`src/rtl/dpram_ctrl_pkg.sv`:
```
package dpram_ctrl_pkg;
  localparam int ADDR_W = 15;
  localparam int DATA_W = 36;
  localparam logic [31:0] REG_CMD = 32'h0000_0000;
  localparam logic [31:0] REG_ADDR = 32'h0000_0004;
  localparam logic [31:0] REG_WDATA = 32'h0000_0008;
  localparam logic [31:0] REG_RDATA = 32'h0000_000C;
  localparam logic [31:0] REG_STATUS = 32'h0000_0010;
  localparam logic [31:0] REG_RDATA_HI = 32'h0000_0014;
  localparam int CMD_GO = 0;
  localparam int CMD_WRITE = 1;
  localparam int CMD_SEM = 2;
  localparam int CMD_RIGHT_ACTIVE = 3;
  localparam int CLK_NS = 40;
  localparam int SETUP_NS = 20;
  localparam int PULSE_NS = 20;
  localparam int SOP_NS = 10;
  localparam int SWRD_NS = 5;
  localparam int DOE_NS = 20;
  localparam int BUSY_NS = 20;
  localparam int SETUP_CYC = (SETUP_NS + CLK_NS - 1) / CLK_NS;
  localparam int PULSE_CYC = (PULSE_NS + CLK_NS - 1) / CLK_NS;
  localparam int GAP_CYC = (SOP_NS + SWRD_NS + DOE_NS + CLK_NS - 1) / CLK_NS;
  localparam int BUSY_CYC = (BUSY_NS + CLK_NS - 1) / CLK_NS;
  localparam int CNT_W = 4;
  localparam int SEM_IDX_W = 3;
endpackage : dpram_ctrl_pkg

```
`src/rtl/dpram_port_ctrl.sv`:
```
module dpram_port_ctrl
  import dpram_ctrl_pkg::*;
(
  input wire logic clk_sys,
  input wire logic sys_rst,
  input wire logic hsel,
  input wire logic [31:0] haddr,
  input wire logic [1:0] htrans,
  input wire logic hwrite,
  input wire logic [2:0] hsize,
  input wire logic [31:0] hwdata,
  input wire logic hready,
  output logic [31:0] hrdata,
  output logic hreadyout,
  output logic hresp,
  output logic [dpram_ctrl_pkg::ADDR_W-1:0] mem_addr,
  output logic port_select_n,
  output logic semaphore_select_n,
  output logic rw_n,
  output logic oe_n,
  output logic [3:0] byte_lane_selects_n,
  output logic bus_match_select,
  output logic bus_size_select,
  output logic [dpram_ctrl_pkg::DATA_W-1:0] dq_out,
  output logic dq_oe,
  input wire logic [dpram_ctrl_pkg::DATA_W-1:0] dq_in,
  input wire logic busy_n,
  input wire logic mailbox_irq_n
);
  import dpram_ctrl_pkg::*;

  typedef enum logic [2:0] {IDLE, SETUP, STROBE, RECOVER, SEM_GAP, SAMPLE} state_type;

  state_type state_q, state_d;
  logic [CNT_W-1:0] cnt_q, cnt_d;
  logic [31:0] cmd_q, cmd_d;
  logic [ADDR_W-1:0] addr_q, addr_d;
  logic [DATA_W-1:0] wdata_q, wdata_d, rdata_q, rdata_d;
  logic done_q, done_d, busy_seen_q, busy_seen_d;
  logic [1:0] busy_sync_q, irq_sync_q;
  logic ap_wr_q, ap_rd_q;
  logic [31:0] ap_addr_q;
  logic ap_wr_d, ap_rd_d;
  logic [31:0] ap_addr_d;
  logic [DATA_W-1:0] dq_meta_q, dq_sync_q;

  function automatic logic [CNT_W-1:0] load_cnt(input int n);
    return CNT_W'(n);
  endfunction : load_cnt

  // read data passes two flops; only safe while the strobe lasts at least three edges
  always_ff @(posedge clk_sys) begin
    if (sys_rst) begin
      dq_meta_q <= '0;
      dq_sync_q <= '0;
    end else begin
      dq_meta_q <= dq_in;
      dq_sync_q <= dq_meta_q;
    end
  end

  // pins cross from an asynchronous device
  always_ff @(posedge clk_sys) begin
    if (sys_rst) begin
      busy_sync_q <= 2'h3;
      irq_sync_q <= 2'h3;
    end else begin
      busy_sync_q <= {busy_sync_q[0], busy_n};
      irq_sync_q <= {irq_sync_q[0], mailbox_irq_n};
    end
  end

  wire busy_s = ~busy_sync_q[1];
  wire irq_s = ~irq_sync_q[1];
  wire is_sem = cmd_q[CMD_SEM];
  wire is_wr = cmd_q[CMD_WRITE];
  wire ctrl_idle = (state_q == IDLE);

  always_comb begin
    ap_wr_d = 1'b0;
    ap_rd_d = 1'b0;
    ap_addr_d = ap_addr_q;
    if (hready && hsel && htrans[1]) begin
      ap_wr_d = hwrite;
      ap_rd_d = ~hwrite;
      ap_addr_d = haddr;
    end
  end

  always_ff @(posedge clk_sys) begin
    if (sys_rst) begin
      ap_wr_q <= 1'b0;
      ap_rd_q <= 1'b0;
      ap_addr_q <= 32'h0000_0000;
    end else begin
      ap_wr_q <= ap_wr_d;
      ap_rd_q <= ap_rd_d;
      ap_addr_q <= ap_addr_d;
    end
  end

  assign hreadyout = 1'b1;
  assign hresp = 1'b0;

  always_comb begin
    hrdata = 32'h0000_0000;
    if (ap_rd_q) begin
      unique case (ap_addr_q)
        REG_CMD: hrdata = cmd_q;
        REG_ADDR: hrdata = 32'(addr_q);
        REG_WDATA: hrdata = wdata_q[31:0];
        REG_RDATA: hrdata = rdata_q[31:0];
        REG_RDATA_HI: hrdata = 32'(rdata_q[DATA_W-1:32]);
        REG_STATUS: hrdata = {28'h000_0000, irq_s, busy_s, busy_seen_q, done_q | ctrl_idle};
        default: hrdata = 32'h0000_0000;
      endcase
    end
  end

  always_comb begin
    state_d = state_q;
    cnt_d = cnt_q;
    cmd_d = cmd_q;
    addr_d = addr_q;
    wdata_d = wdata_q;
    rdata_d = rdata_q;
    done_d = done_q;
    busy_seen_d = busy_seen_q;
    cmd_d[CMD_GO] = 1'b0;
    // registers only change while the pins are quiet
    if (ap_wr_q && ctrl_idle) begin
      unique case (ap_addr_q)
        REG_CMD: cmd_d = hwdata;
        REG_ADDR: addr_d = hwdata[ADDR_W-1:0];
        REG_WDATA: wdata_d = DATA_W'(hwdata);
        default: ;
      endcase
    end
    unique case (state_q)
      IDLE: if (cmd_q[CMD_GO]) begin
        state_d = SETUP;
        cnt_d = load_cnt(SETUP_CYC);
        done_d = 1'b0;
        busy_seen_d = 1'b0;
      end
      SETUP: begin
        // slave writes wait for settled busy
        if (cnt_q != '0) cnt_d = cnt_q - 1'b1;
        else if (!busy_s) begin
          state_d = STROBE;
          cnt_d = load_cnt(PULSE_CYC + BUSY_CYC);
        end else busy_seen_d = 1'b1;
      end
      STROBE: begin
        if (busy_s) busy_seen_d = 1'b1;
        if (cnt_q != '0) cnt_d = cnt_q - 1'b1;
        else begin
          if (!is_wr) rdata_d = dq_sync_q;
          state_d = RECOVER;
          cnt_d = load_cnt(GAP_CYC);
        end
      end
      RECOVER: begin
        // selects outlast the strobe so address and select hold past its end
        if (cnt_q != '0) cnt_d = cnt_q - 1'b1;
        else begin
          state_d = (is_sem && is_wr) ? SEM_GAP : SAMPLE;
        end
      end
      SEM_GAP: begin
        // select off a whole cycle here, longer than the flag update pulse
        cmd_d[CMD_WRITE] = 1'b0;
        state_d = SETUP;
        cnt_d = load_cnt(SETUP_CYC);
      end
      SAMPLE: begin
        done_d = 1'b1;
        state_d = IDLE;
      end
      default: state_d = IDLE;
    endcase
  end

  always_ff @(posedge clk_sys) begin
    if (sys_rst) begin
      state_q <= IDLE;
      cnt_q <= '0;
      cmd_q <= 32'h0000_0000;
      addr_q <= '0;
      wdata_q <= '0;
      rdata_q <= '0;
      done_q <= 1'b0;
      busy_seen_q <= 1'b0;
    end else begin
      state_q <= state_d;
      cnt_q <= cnt_d;
      cmd_q <= cmd_d;
      addr_q <= addr_d;
      wdata_q <= wdata_d;
      rdata_q <= rdata_d;
      done_q <= done_d;
      busy_seen_q <= busy_seen_d;
    end
  end

  wire active = (state_q == SETUP) || (state_q == STROBE) || (state_q == RECOVER);
  wire strobing = (state_q == STROBE);

  // pins come from flip-flops via state; address held stable
  always_comb begin
    mem_addr = addr_q;
    port_select_n = 1'b1;
    semaphore_select_n = 1'b1;
    byte_lane_selects_n = 4'h0;
    bus_match_select = 1'b0;
    bus_size_select = 1'b0;
    if (is_sem) begin
      // only the three index lines matter to the latch
      mem_addr = {{(ADDR_W-SEM_IDX_W){1'b0}}, addr_q[SEM_IDX_W-1:0]};
      semaphore_select_n = ~active;
      byte_lane_selects_n = 4'hF;
      if (cmd_q[CMD_RIGHT_ACTIVE]) begin
        port_select_n = ~active;
        bus_size_select = 1'b1;
      end
    end else begin
      port_select_n = ~active;
    end
  end

  assign rw_n = ~(strobing && is_wr);
  assign oe_n = ~(strobing && !is_wr);
  // latch writes put the request on bit zero only
  assign dq_out = is_sem ? {{(DATA_W-1){1'b0}}, wdata_q[0]} : wdata_q;
  assign dq_oe = strobing && is_wr;
endmodule : dpram_port_ctrl

```
`config.mk`:
```
export PLATFORM = sky130hd
export DESIGN_NAME = dpram_port_ctrl
export DESIGN_NICKNAME = d
export VERILOG_FILES = /design/src/rtl/dpram_ctrl_pkg.sv /design/src/rtl/dpram_port_ctrl.sv
export SDC_FILE = /design/constraint.sdc
export NUM_CORES = 1
export LEC_CHECK = 0
export BUFFER_PORTS_ARGS = -buffer_cell sky130_fd_sc_hd__buf_2
export CAP_MARGIN = 5
export CORE_AREA = 3 3 122 170
export CTS_BUF_LIST = sky130_fd_sc_hd__clkbuf_2 sky130_fd_sc_hd__clkbuf_4 sky130_fd_sc_hd__clkbuf_8
export DETAILED_ROUTE_END_ITERATION = 8
export DIE_AREA = 0 0 125 173
export GPL_TIMING_DRIVEN = 0
export HOLD_SLACK_MARGIN = 0.02
export MAX_ROUTING_LAYER = met4
export PLACE_DENSITY_LB_ADDON = 0.3
export SYNTH_ARGS = -nofsm -noshare
export SYNTH_HDL_FRONTEND = slang
export SYNTH_SLANG_ARGS = --single-unit
```
`constraint.sdc`:
```
create_clock -name clk_sys -period 2.3 [get_ports clk_sys]
set_input_delay 0.69 -clock clk_sys [delete_from_list [all_inputs] [get_ports clk_sys]]
set_output_delay 0.69 -clock clk_sys [all_outputs]
set_load 0.03 [all_outputs]
```
==> flow_summary_export.csv <==
group,metric,value,unit
timing,rsz_0062_raised_after_global_routing,"yes",
detailed_routing,num_vias,8037,
run_status,run_status,"finished, violations left",
global_routing,antenna_found_initial,0,
layout,synthToLayoutAreaGrowth,31.2,%
floorplanning,floorplan.die.width,125,µm
critical_path,cp.buffers_inverters,3,
synth,yosys_most_used_dff,"dfxtp_1",
critical_path,worstSetupStartpointType,"register",
global_routing,grt_remaining_overflow,0,
detailed_routing,post-route-drc-count,0,
placement,placed_cells_incl_taps,1494,
layout,share_of_final_layout_standard_cells_stronger_than_drive_strength_1,0.322,
synth,mux_share_of_post_synthesis_cell_area,0.133,
synth,post_synthesis_area_per_instance,9.36,µm²
floorplanning,core,19400,µm²
synth,synth_seq_cells,234,
clocking,clock_tree_from_tritoncts,"built",
layout,final-instance-count-excl-fill,1569,
clocking,cts_hold_repair.buffers,0,
synth,synth_compound_gate_area_share,0.0665,
synth,seq_area_frac_synth,0.478,
critical_path,critPathCaptureType,"primary output",
timing,fin_ws,-644,ps
synth,synthAdderAreaFrac,0.00255,
clocking,clk_pin_slew,60,ps
synth,synth_top_family_by_area,"simple AND/OR/NAND/NOR gates",
clocking,cts_max_path_buffers,3,
critical_path,timing.critical_path.mode_cell,"buf_6",
critical_path,critical-path-top-delay-family,"simple AND/OR/NAND/NOR gates",
timing,period_needed,2940,ps
clocking,cts_root_buf,"clkbuf_8",
clocking,clock-sinks,234,
timing,final.hold.worst_slack,358,ps
detailed_routing,vias_per_cell,5.12,
timing,timing.slew.headroom,0.538,
critical_path,worst-endpoint-required,1610,ps
run,cap_viol_max_count,0,
layout,antenna_cells,0,
power_and_ir_drop,power.leakage,5.36,nW
detailed_routing,post_drt_wl_per_cell,16.9,µm
layout,finalCoreUtilization,0.664,
run_status,violations,"negative setup slack",
power_and_ir_drop,power_per_cell_area,652,nW/µm²
synth,post_synth_num_cell_types,50,
floorplanning,floorplan.initialDensity,0.506,
synth,async_flop_share,0,
clocking,cts_made_buffers,36,
synth,combined_area_of_all_synthesized_cells,9800,µm²
floorplanning,core.rowCount,60,
critical_path,cpMaxStageDelayCell,"dfxtp_2",
placement,io_buffers,195,
synth,synth_area_leaders,"dfxtp_1, mux2i_1, nor2b_1",
global_routing,global_route.usage.total,0.240,
layout,finalNetCount,1413,
synth,synth-xor-area-share,0,
synth,synth-edff-count,0,
power_and_ir_drop,vdd_drop_max,0.569,mV
timing,timing.final.hold_violations,0,
clocking,ctsHtreeMaxLevel,2,
layout,post-route-cell-area,12900,µm²
floorplanning,die_y,173,µm
detailed_routing,firstDrtPassIters,5,
global_routing,grt_max_degree,11,
critical_path,critPathKind,"register to primary output",
synth,simple_logic_cell_fraction_of_the_synthesized_area,0.268,
timing,setup_violations,32,
critical_path,timing.critical_path.cells,"nor4_4, and4_1, buf_6, nand4_4, clkbuf_16, nor2b_4, buf_6",
timing,min_period_over_period,1.28,
placement,dpl_cell_area,11300,µm²
floorplanning,io-pin-count,208,
critical_path,arrival_time_at_the_worst_endpoint,2250,ps
timing,skew,12.4,ps
critical_path,path_max_fanout,5,
timing,max_freq,340,MHz
synth,ys_warn_count,0,
timing,timing_worst_slew_pin_value,693,ps
synth,netlist.area_leader.share,0.478,
floorplanning,die-area,21600,µm²
synth,synth_largest_area_cell,"dfxtp_1",
synth,synthMostInstantiatedCell,"dfxtp_1",
timing,drv_slew,0,
global_routing,vias_in_the_first_global_route,7998,
detailed_routing,detailedRoute.firstIterationViolations,404,
hold_path,min_path_type,"primary input to register",
synth,syn-instance-count,1046,
placement,dpl.hpwl,18900,µm
synth,synthTopCellsByCount,"dfxtp_1, nand2_1, nor2b_1",
detailed_routing,route.antenna.remaining_nets,0,
global_routing,grt_first_pass_wirelength,41200,µm
critical_path,cp_slowest_stage_delay,340,ps
clocking,clk_latency,510,ps
placement,routabilityCongestion,0.864,
detailed_routing,route.final.wire_length,26500,µm
layout make-up:
class                      instances  area [µm²]
fill                            1565        6510
multi-input combinational        720        5050
sequential                       234        4710
timing repair buffer             213        1410
clock buffer                      53         661
buffer                            87         652
tap                              248         310
clock inverter                     7        38.8
inverter                           7        26.3
power breakdown:
group          internal (mW)  leakage (nW)  total, mW  switching [mW]
clock                   1.84         0.381       3.39            1.55
sequential              4.15          1.91       4.20          0.0507
combinational          0.358          3.07      0.789           0.431
layout by cell type, fill, tap and decap left out, types with 7 or more instances in the layout:
cell | netlist | layout
buf_4 | 19 | 56
conb_1 | 2 | 7
nor2b_1 | 126 | 102
nor3_1 | 12 | 11
nor2_1 | 42 | 20
buf_2 | 12 | 147
clkbuf_8 | 0 | 45
dfxtp_1 | 234 | 225
nand2b_1 | 113 | 112
nand2_1 | 140 | 140
nor2b_4 | 0 | 7
clkbuf_4 | 0 | 12
mux2i_1 | 96 | 96
nor2_4 | 0 | 19
clkbuf_1 | 48 | 35
nor4_4 | 1 | 8
nor2b_2 | 0 | 17
mux4_2 | 15 | 15
a21oi_1 | 97 | 96
buf_6 | 7 | 47
metrics by stage:
step	total power [mW]	worst slack [ps]	setup TNS, ps
global placement	4.96	-597	-19790
floorplan	4.73	-63.6	-677
finish	8.39	-644	-19310
CTS	8.41	-662	-19940
detailed placement	4.97	-619	-21540
global route	8.68	-768	-23220
timing repair:
action,4_1_cts,5_1_grt
pin swaps,17,2
gates resized for setup,176,31
setup endpoints to repair,111,82
setup buffers,8,7
cloned,2,1
metal layers:
metal / part of all wire / global-route usage / vias up
li1: - / - / 3954
met1: 0.41 / 0.284 / 3731
met2: 0.51 / 0.414 / 288
met3: 0.055 / 0.0318 / 64
met4: 0.032 / 0.0927 / 0
met5: 0 / - / -
worst paths after layout:
path / from / to / slack [ps] / cells past startpoint
setup / recovery: ap_addr_q[31]$_SDFFE_PP0P_ / hrdata[12] / -640 / 7
hold / removal: hwrite / ap_rd_q$_SDFF_PP0_ / 360 / 2
setup reg to reg: cnt_q[1]$_SDFFE_PP0P_ / rdata_q[31]$_SDFFE_PP0P_ / 130 / 9
hold reg to reg: irq_sync_q[0]$_SDFF_PP1_ / irq_sync_q[1]$_SDFF_PP1_ / 410 / 1
cells by family (layout without fill, tap and decap cells):
family	after synthesis	after routing
compound gates	120	120
fa+ha+maj	2	2
other cells	2	7
flops	234	234
buf+inv	97	367
mux	111	111
simple gates	480	480
flip-flops by register name, indices dropped and copies added (netlist names), 4 cells and up:
register   cells
dq_meta_q     36
wdata_q       32
cmd_q         32
dq_sync_q     36
rdata_q       36
ap_addr_q     32
addr_q        15
cnt_q          4
(Power assumes the default switching activity.)
